[config.mk]
export PLATFORM = sky130hd
export DESIGN_NAME = gcf_ctrl
export DESIGN_NICKNAME = d
export VERILOG_FILES = /design/src/verilog/gcf_ctrl.v /design/src/verilog/gcf_sync.v /design/src/verilog/gcf_timer.v
export VERILOG_INCLUDE_DIRS = /design/src /design/src/verilog
export SDC_FILE = /design/constraint.sdc
export NUM_CORES = 1
export LEC_CHECK = 0
export ABC_AREA = 1
export BUFFER_PORTS_ARGS = -buffer_cell sky130_fd_sc_hd__buf_4
export CORE_MARGIN = 4
export CORE_UTILIZATION = 50
export DETAILED_ROUTE_END_ITERATION = 10
export PLACE_DENSITY = 0.62
export SLEW_MARGIN = 10
export SYNTH_ARGS = -nofsm -noshare
export SYNTH_HDL_FRONTEND = slang
export SYNTH_HIERARCHICAL = 1
export SYNTH_SLANG_ARGS = --single-unit
export TNS_END_PERCENT = 5
[constraint.sdc]
create_clock -name CLK_SYS -period 2 [get_ports CLK_SYS]
set_clock_uncertainty 0.1 [all_clocks]
set_input_delay 0.1 -clock CLK_SYS [delete_from_list [all_inputs] [get_ports CLK_SYS]]
set_output_delay 0.1 -clock CLK_SYS [all_outputs]
set_load 0.02 [all_outputs]
[src/verilog/gcf_map.vh]
`ifndef GCF_MAP_VH
`define GCF_MAP_VH
// ----------------------------------------
// Clock and timing figures
// ----------------------------------------
`define GCF_CLK_PERIOD_NS        25
// Times in ns (plain defaults, tune per part)
`define GCF_TON_PROP_NS          800
`define GCF_TOFF_PROP_NS         800
`define GCF_ACK_NS               1000
`define GCF_RES_NS               10000
`define GCF_SC_SHUT_NS           1000
`define GCF_BLK_NS               9000000
// Cycle counts: least times round up
`define GCF_CYC_UP(ns)           (((ns) + `GCF_CLK_PERIOD_NS - 1) / `GCF_CLK_PERIOD_NS)
`define GCF_TON_PROP_CYC         `GCF_CYC_UP(`GCF_TON_PROP_NS)
`define GCF_TOFF_PROP_CYC        `GCF_CYC_UP(`GCF_TOFF_PROP_NS)
`define GCF_ACK_CYC              `GCF_CYC_UP(`GCF_ACK_NS)
`define GCF_RES_CYC              `GCF_CYC_UP(`GCF_RES_NS)
`define GCF_SC_SHUT_CYC          `GCF_CYC_UP(`GCF_SC_SHUT_NS)
`define GCF_BLK_CYC              `GCF_CYC_UP(`GCF_BLK_NS)
// Counter width
`define GCF_CNT_W                20
`endif

[src/verilog/gcf_ctrl.v]
`timescale 1ns/10ps
`default_nettype none
`include "gcf_map.vh"
// ----------------------------------------
// Gate command and fault feedback control
// ----------------------------------------
module gcf_ctrl #(
  parameter W             = `GCF_CNT_W,
  parameter TON_PROP_CYC  = `GCF_TON_PROP_CYC,
  parameter TOFF_PROP_CYC = `GCF_TOFF_PROP_CYC,
  parameter ACK_CYC       = `GCF_ACK_CYC,
  parameter RES_CYC       = `GCF_RES_CYC,
  parameter SC_SHUT_CYC   = `GCF_SC_SHUT_CYC,
  parameter BLK_CYC       = `GCF_BLK_CYC
) (
  input  wire CLK_SYS,
  input  wire RSTN,
  input  wire COMMAND_LIGHT_INPUT,
  input  wire POSITIVE_RAIL_OK,
  input  wire NEGATIVE_RAIL_OK,
  input  wire DESAT_DETECT,
  output reg  GATE_ON,
  output reg  GATE_NEGATIVE_DRIVE,
  output reg  STATUS_LIGHT_OUTPUT
);
  // ----------------------------------------
  // Fault state machine codes (one-hot)
  // ----------------------------------------
  localparam [3:0] ST_IDLE  = 4'h1;
  localparam [3:0] ST_CHECK = 4'h2;
  localparam [3:0] ST_SHUT  = 4'h4;
  localparam [3:0] ST_BLOCK = 4'h8;

  // Timer loads cut to counter width
  localparam [W-1:0] TON_V  = TON_PROP_CYC[W-1:0];
  localparam [W-1:0] TOFF_V = TOFF_PROP_CYC[W-1:0];
  localparam [W-1:0] ACK_V  = ACK_CYC[W-1:0];
  localparam [W-1:0] RES_V  = RES_CYC[W-1:0];
  localparam [W-1:0] SHUT_V = SC_SHUT_CYC[W-1:0];
  localparam [W-1:0] BLK_V  = BLK_CYC[W-1:0];
  // Rest of blocking after shutdown; never below one cycle
  localparam [W-1:0] BLK_REST_V = (BLK_CYC > SC_SHUT_CYC) ?
                                  (BLK_V - SHUT_V) : {{(W-1){1'b0}}, 1'b1};

  wire         cmd_s;
  reg          cmd_prev_q;
  wire         rise;
  wire         fall;
  wire         edge_any;
  wire         undervoltage_lockout;
  reg  [3:0]   st_q;
  reg  [3:0]   st_d;
  reg          cmd_pend_q;
  reg          gate_req_q;
  reg          gate_req_d;
  wire         prop_done;
  wire         ack_busy;
  wire         flt_done;
  reg          flt_load;
  reg  [W-1:0] flt_val;
  reg          gate_on_d;
  reg          neg_drv_d;
  reg          status_d;

  // ----------------------------------------
  // Shared decodes
  // ----------------------------------------
  // True while a short-circuit fault is in shutdown delay or blocking
  function fault_hold;
    input [3:0] st;
    begin
      fault_hold = (st == ST_SHUT) || (st == ST_BLOCK);
    end
  endfunction

  // Propagation load for an edge: on and off delays set separately
  function [W-1:0] prop_load;
    input is_rise;
    begin
      if (is_rise) begin
        prop_load = TON_V;
      end else begin
        prop_load = TOFF_V;
      end
    end
  endfunction

  // ----------------------------------------
  // Command input synchroniser and edge detect
  // ----------------------------------------
  gcf_sync u_sync_cmd (
    .CLK_SYS (CLK_SYS),
    .RSTN    (RSTN),
    .d       (COMMAND_LIGHT_INPUT),
    .q       (cmd_s)
  );

  // Previous synchronised command level
  always @(posedge CLK_SYS or negedge RSTN) begin
    if (!RSTN) begin
      cmd_prev_q <= 1'b0;
    end else begin
      cmd_prev_q <= cmd_s;
    end
  end

  assign rise = cmd_s & ~cmd_prev_q;
  assign fall = ~cmd_s & cmd_prev_q;

  // Either edge starts the delay and the acknowledge
  assign edge_any = rise | fall;

  // Undervoltage until both rails are good, power-up included
  assign undervoltage_lockout = ~(POSITIVE_RAIL_OK & NEGATIVE_RAIL_OK);

  // ----------------------------------------
  // Propagation delay of command to gate
  // ----------------------------------------
  gcf_timer #(.W(W)) u_prop (
    .CLK_SYS (CLK_SYS),
    .RSTN    (RSTN),
    .load    (edge_any),
    .value   (prop_load(rise)),
    .cancel  (undervoltage_lockout),      // Commands ignored in lockout
    .busy    (),
    .done    (prop_done)
  );

  // Pending command level, latched on each edge
  always @(posedge CLK_SYS or negedge RSTN) begin
    if (!RSTN) begin
      cmd_pend_q <= 1'b0;
    end else if (edge_any) begin
      cmd_pend_q <= rise;
    end
  end

  // ----------------------------------------
  // Acknowledge pulse timer
  // ----------------------------------------
  gcf_timer #(.W(W)) u_ack (
    .CLK_SYS (CLK_SYS),
    .RSTN    (RSTN),
    .load    (edge_any),
    .value   (ACK_V),
    .cancel  (1'b0),
    .busy    (ack_busy),
    .done    ()
  );

  // ----------------------------------------
  // Short-circuit fault timer
  // ----------------------------------------
  gcf_timer #(.W(W)) u_flt (
    .CLK_SYS (CLK_SYS),
    .RSTN    (RSTN),
    .load    (flt_load),
    .value   (flt_val),
    .cancel  (1'b0),
    .busy    (),
    .done    (flt_done)
  );

  // Next state and timer loads; one fault timer is reloaded at each
  // step: response time, then shutdown delay, then rest of blocking.
  // A turn-off during the response window drops the check.
  always @* begin
    st_d     = st_q;
    flt_load = 1'b0;
    flt_val  = RES_V;
    case (st_q)
      // Waits for a completed turn-on
      ST_IDLE: begin
        if (prop_done && cmd_pend_q && !undervoltage_lockout) begin
          st_d     = ST_CHECK;
          flt_load = 1'b1;
          flt_val  = RES_V;
        end
      end
      // Response time runs; desaturation sampled at its end
      ST_CHECK: begin
        if (!gate_req_q) begin
          st_d = ST_IDLE;
        end else if (flt_done) begin
          if (DESAT_DETECT) begin
            st_d     = ST_SHUT;
            flt_load = 1'b1;
            flt_val  = SHUT_V;
          end else begin
            st_d = ST_IDLE;
          end
        end
      end
      // Fault shown; gate stays on until the delay ends
      ST_SHUT: begin
        if (flt_done) begin
          st_d     = ST_BLOCK;
          flt_load = 1'b1;
          flt_val  = BLK_REST_V;
        end
      end
      // Gate off, light off until blocking ends
      ST_BLOCK: begin
        if (flt_done) begin
          st_d = ST_IDLE;
        end
      end
      default: begin
        st_d = ST_IDLE;
      end
    endcase
  end

  // Fault state register
  always @(posedge CLK_SYS or negedge RSTN) begin
    if (!RSTN) begin
      st_q <= ST_IDLE;
    end else begin
      st_q <= st_d;
    end
  end

  // ----------------------------------------
  // Gate request, shut on fault or undervoltage
  // ----------------------------------------
  // Next request: lockout first, then fault shutdown, then command
  always @* begin
    gate_req_d = gate_req_q;
    if (undervoltage_lockout) begin
      gate_req_d = 1'b0;
    end else if (st_q == ST_SHUT && flt_done) begin
      gate_req_d = 1'b0;
    end else if (prop_done) begin
      // Turn-on ignored while blocked; needs fresh edge
      if (!cmd_pend_q) begin
        gate_req_d = 1'b0;
      end else if (!fault_hold(st_q)) begin
        gate_req_d = 1'b1;
      end
    end
  end

  // Gate request register
  always @(posedge CLK_SYS or negedge RSTN) begin
    if (!RSTN) begin
      gate_req_q <= 1'b0;
    end else begin
      gate_req_q <= gate_req_d;
    end
  end

  // ----------------------------------------
  // Output next values
  // ----------------------------------------
  // Lockout wins over any command and any fault timing
  always @* begin
    gate_on_d = gate_req_q & ~undervoltage_lockout;
    neg_drv_d = undervoltage_lockout;
    // Lit only with good rails and no ack blanking
    status_d  = ~undervoltage_lockout & ~ack_busy;
    // Fault and blocking keep the light dark
    if (fault_hold(st_q)) begin
      status_d = 1'b0;
    end
  end

  // ----------------------------------------
  // Registered outputs
  // ----------------------------------------
  // Outputs come from flops; reset values are the lockout ones
  always @(posedge CLK_SYS or negedge RSTN) begin
    if (!RSTN) begin
      GATE_ON             <= 1'b0;
      GATE_NEGATIVE_DRIVE <= 1'b1;
      STATUS_LIGHT_OUTPUT <= 1'b0;
    end else begin
      GATE_ON             <= gate_on_d;
      GATE_NEGATIVE_DRIVE <= neg_drv_d;
      STATUS_LIGHT_OUTPUT <= status_d;
    end
  end
endmodule
`default_nettype wire

[src/verilog/gcf_sync.v]
`timescale 1ns/10ps
`default_nettype none
// ----------------------------------------
// Two-flop synchroniser
// ----------------------------------------
module gcf_sync (
  input  wire CLK_SYS,
  input  wire RSTN,
  input  wire d,
  output wire q
);
  reg meta_q;
  reg sync_q;

  // First flop read only by the second
  always @(posedge CLK_SYS or negedge RSTN) begin
    if (!RSTN) begin
      meta_q <= 1'b0;
      sync_q <= 1'b0;
    end else begin
      meta_q <= d;
      sync_q <= meta_q;
    end
  end

  assign q = sync_q;
endmodule
`default_nettype wire

[src/verilog/gcf_timer.v]
`timescale 1ns/10ps
`default_nettype none
// ----------------------------------------
// Load-and-count-down timer, done pulse at zero
// ----------------------------------------
module gcf_timer #(
  parameter W = 20
) (
  input  wire         CLK_SYS,
  input  wire         RSTN,
  input  wire         load,
  input  wire [W-1:0] value,
  input  wire         cancel,
  output wire         busy,
  output reg          done
);
  reg [W-1:0] cnt_q;

  // Load wins over cancel; done as the count steps from one to zero
  always @(posedge CLK_SYS or negedge RSTN) begin
    if (!RSTN) begin
      cnt_q <= {W{1'b0}};
      done  <= 1'b0;
    end else begin
      done <= 1'b0;
      if (load) begin
        cnt_q <= value;
      end else if (cancel) begin
        cnt_q <= {W{1'b0}};
      end else if (cnt_q != {W{1'b0}}) begin
        cnt_q <= cnt_q - {{(W-1){1'b0}}, 1'b1};
        if (cnt_q == {{(W-1){1'b0}}, 1'b1}) begin
          done <= 1'b1;
        end
      end
    end
  end

  assign busy = (cnt_q != {W{1'b0}});
endmodule
`default_nettype wire

After elaboration in Yosys (flattened, before gate mapping)
Cells that the tools add are included.
{ "totals": {"ff_bits": 74} }
{ "op_classes": {"n_addsub": 3, "eq_ne": 13, "mux": 38, "bitwise_logic": 10, "n_reduce_logical": 11} }
{ "ops": {"columns": ["operator", "n"], "rows": [
  ["$mux 20", 7],
  ["$reduce_bool 20->1", 3],
  ["$sub 20x1->20 const B", 3],
  ["$eq 20x1->1 const B", 2],
  ["$pmux 19 s2", 1],
  ["$mux 9", 3],
  ["$mux 4", 5],
  ["$mux 19", 1],
  ["$mux 1", 18],
  ["$pmux 4 s4", 1],
  ["$ne 3x2->1 const B", 2],
  ["$and 1x1->1", 5],
  ["$eq 4x1->1 const B", 1],
  ["$eq 4x2->1 const B", 1],
  ["$eq 4x3->1 const B", 1],
  ["$eq 4x4->1 const B", 1],
  ["$ne 2x1->1 const B", 2],
  ["$ne 4x4->1 const B", 1],
  ["$not 1->1", 4],
  ["$reduce_and 4->1", 1],
  ["$reduce_bool 2->1", 2],
  ["$logic_and 1x1->1", 3],
  ["$mux 3", 1],
  ["$ne 3x1->1 const B", 1],
  ["5 further kinds", 5]
]} }

Depth between registers and ports, before layout
{ "depth": {"depth_word": 7, "ltp_mapped": 10, "depth_no_buf": 10} }

Modules after synthesis
Netlist, hierarchy kept.
{ "by_module_without_submodules": {"columns": ["module", "n_inst", "cells_per_inst", "area_each_um2", "seq_area_each_um2"], "rows": [
  ["gcf_timer", 3, 209, 1536.5, 525.5],
  ["gcf_ctrl", 1, 59, 496.7, 252.7],
  ["gcf_sync", 1, 2, 50.0, 50.0]
]} }

Worst setup path before layout
Ideal clock, no wire load.
{ "synth_timing": {"path_type": "reg2reg", "startpoint": "register st_q[0]", "endpoint": "register u_flt.cnt_q[11]", "setup_time_ps": 77, "arrival_ps": 1559, "t_required_ps": 1823, "path_slack_ps": 264, "path_stages_with_launch": 8, "n_path_buf": 1, "cell_sequence": "dfstp_2 > nor2_4 > nand4_1 > nand3_2 > nor2_4 > clkbuf_1 > nand3_1 > a21oi_1"} }
{ "synth_via": {"elab_chain_len": 3, "elab_cells_between_ends": 7, "classes_between": "3 x eq/ne; 3 x mux; 1 x reduce/logical"} }
{ "synth_lines": {"columns": ["element", "line_no", "rtl"], "rows": [
  ["from (decl)", "gcf_ctrl.v:51", "reg [3:0] st_q;"],
  ["from (signal assigned)", "gcf_ctrl.v:219", "st_q <= st_d;"],
  ["$eq 4x3->1, or another cell as far along", "gcf_ctrl.v:171", "case (st_q)"],
  ["$pmux 1 s3 *", "gcf_ctrl.v:171", null],
  ["net flt_load", "gcf_ctrl.v:59", "reg flt_load;"],
  ["$mux 20 / $reduce_bool 2->1 (equally long branches)", null, null],
  ["to (signal assigned)", "gcf_timer.v:27", "cnt_q <= value;"],
  ["to (signal assigned)", "gcf_timer.v:29", "cnt_q <= {W{1'b0}};"],
  ["to (signal assigned)", "gcf_timer.v:31", "cnt_q <= cnt_q - {{(W-1){1'b0}}, 1'b1};"],
  ["to (decl)", "gcf_timer.v:17", "reg [W-1:0] cnt_q;"]
]} }
The timed path passes the listed nets; every way through them passes the cells marked *.
A chain may end at the register's enable or synchronous reset.

Worst setup path after layout
{ "layout_timing": {"startpoint": "register u_sync_cmd.sync_q, in the netlist u_sync_cmd/q", "endpoint": "register u_prop.cnt_q[14]"} }
{ "layout_via": {"elab_chain_len": 4, "elab_cells_between_ends": 6, "classes_between": "1 x eq/ne; 1 x mux; 4 x bitwise"} }
{ "layout_lines": {"columns": ["element", "line_no", "rtl"], "rows": [
  ["from (decl)", "gcf_sync.v:13", "reg sync_q;"],
  ["from (signal assigned)", "gcf_sync.v:22", "sync_q <= meta_q;"],
  ["$not 1->1", "gcf_ctrl.v:108", "assign fall = ~cmd_s & cmd_prev_q;"],
  ["$and 1x1->1", "gcf_ctrl.v:108", null],
  ["$or 1x1->1 *", "gcf_ctrl.v:111", "assign edge_any = rise | fall;"],
  ["net edge_any", "gcf_ctrl.v:49", "wire edge_any;"],
  ["$ne 3x2->1 (no source line) / $mux 20 (equally long branches)", null, null],
  ["to (signal assigned)", "gcf_timer.v:22", "cnt_q <= {W{1'b0}};"],
  ["to (signal assigned)", "gcf_timer.v:27", null],
  ["to (signal assigned)", "gcf_timer.v:29", null],
  ["to (decl)", "gcf_timer.v:17", null]
]} }
Marks and branches as above.

==> flow_summary.ini <==
[outcome]
status = finished, final reports clean

[grt]
antenna_found_initial = 0
grt_overflow = 0
gr-usage-all-layers_pct = 20.9
grt_pass1_wl_um = 19700
grt_pass1_vias = 4247
grt_max_degree = 46

[drt]
postRouteAntennaNets = 0
top_layer_used = met4
via_per_inst = 5.01
wl_per_cell_um = 12.7
totalWireLength_um = 11300
wl_met2_um = 5450
route.met3.wl_um = 282
drt-met1-wl_um = 5380
first_iter_violations = 200
drc = 0
vias = 4461
drtPass1Iterations = 5

[synth]
netlist_area_um2 = 5100
syn_avg_cell_area_um2 = 7.47
netlist_instances = 683
synth_warnings = 6

[hold_path]
hp-start = POSITIVE_RAIL_OK
hold_class = input port to flop

[critical_path]
cp.arrival_ps = 1960
cp-startpoint = u_sync_cmd/q
endpoint_kind = flop
worst_ep_required_time_ps = 2130
r2r_start = u_sync_cmd/q
worstPathMaxFanout = 9
crit_type = flop to flop
startpoint_type = flop

[place]
gp_congestion = 0.866
hpwl_um = 8300
post_dp_cell_area_um2 = 5560
port_buffers = 8

[sta]
drv_slew = 0
finalCritPeriodShare_pct = 91.8
fin_setup_tns_ps = 0
hold_viol_final = 0
rsz0062_at_grt = false
max_freq_ghz = 0.545
fin_crit_ps = 1840
setup_violations = 0

[final_layout]
areaGrowthSynthToFinish_pct = 14.0
final_area_um2 = 5820
nFillCells = 936
drive_above_1_share_pct = 16.5
fin_nets = 769
diodes = 0

[clock_network]
cts_tree = yes
root_buffer = clkbuf_8
h-tree-depth = 3
cts_max_path_buffers = 2
cts_sinks = 74
cts.clk_slew.worst_paths_ps = 80
clk_latency_ps = 350
cts_buffers = 9

[floorplanning]
num_io_pins = 9
die_w_um = 109
start_util_pct = 51.7
core_um2 = 9860
rows = 36
die_h_um = 109
dieArea_um2 = 11900

[pwr]
powerDensity_nw_per_um2 = 951
leakage_nw = 3.02
ir_worst_vdd_mv = 0.734

[job]
cap_viol_max_count = 0
[what timing repair did]
action                                 CTS  global route
resized for setup                        0             0
buffers inserted                         0             0
hold buffers                             4             0
endpoints found under the hold margin   76             0
[per-stage QoR]
stage	utilization [%]	hold WS [ps]	power, W	setup slack [ps]	std cells
global placement	56.4	-46.0	0.00420	198	872
global route	59.0	69.2	0.00596	26.0	891
detailed placement	56.4	-41.7	0.00424	170	872
finish	59.0	60.6	0.00553	164	891
floorplan	-	-296	0.00379	264	730
CTS	59.0	48.6	0.00558	150	891
[per-layer routing]
metal / up-vias / track usage (%)
met1: 2079 / 26.7
met4: 0 / 6.58
li1: 2312 / -
met2: 54 / 35.6
met3: 16 / 3.97
met5: - / 0
[layout by cell type (no fill, tap or decap), drive strengths merged]
master,n
clkbuf,11
nand2,157
o21ai,23
bufinv,2
dlygate4sd3,4
conb,49
nand4,16
dfrtp,72
inv,82
and3,2
or2,3
nand3,86
a21o,15
clkinvlp,1
a21oi,66
dfstp,2
ha,9
nor2,126
o21bai,6
buf,18
nor3,3
clkinv,5
[worst paths after layout]
check / slack, ps / end / depth (start not counted)
setup / recovery: 160 / u_prop/cnt_q[14] / 6
hold reg to reg: 280 / cmd_prev_q / 0
min in group asynchronous: 110 / u_prop/cnt_q[17] / 2
setup reg to reg: 160 / u_prop/cnt_q[14] / 6
hold / removal: 60 / GATE_ON / 4
max in group asynchronous: 1110 / u_ack/cnt_q[18] / 3
[power by group]
part	switching (W)	total (W)	leakage [nW]	internal, W
clock network	0.000565	0.00130	0.106	0.000732
registers	0.000250	0.00198	0.954	0.00173
logic	0.00149	0.00225	1.97	0.000765
[layout make-up]
class	count	area, um2	area share, %
clock buffer	11	141	2.43
clock inverter	4	76.3	1.31
inverter	86	328	5.63
multi-input combinational	561	3060	52.7
sequential	74	1850	31.9
tap	133	166	2.86
timing repair buffer	22	188	3.23
[state kept, by name (all words and copies together) (netlist names)]
signal and flops:
u_ack/cnt_q 20, u_flt/cnt_q 20, u_prop/cnt_q 20, st_q 4, GATE_NEGATIVE_DRIVE 1, GATE_ON 1
STATUS_LIGHT_OUTPUT 1, cmd_pend_q 1, cmd_prev_q 1, gate_req_q 1, u_flt/done 1, u_prop/done 1
u_sync_cmd/meta_q 1, u_sync_cmd/q 1
[critical path, stage by stage (launching register included)]
cell,delay [ps]
dfrtp_1,380
ha_1,270
inv_1,100
nor2_4,240
inv_2,170
nor3_2,350
a21oi_1,80
Power figures use the tool's default switching activity.
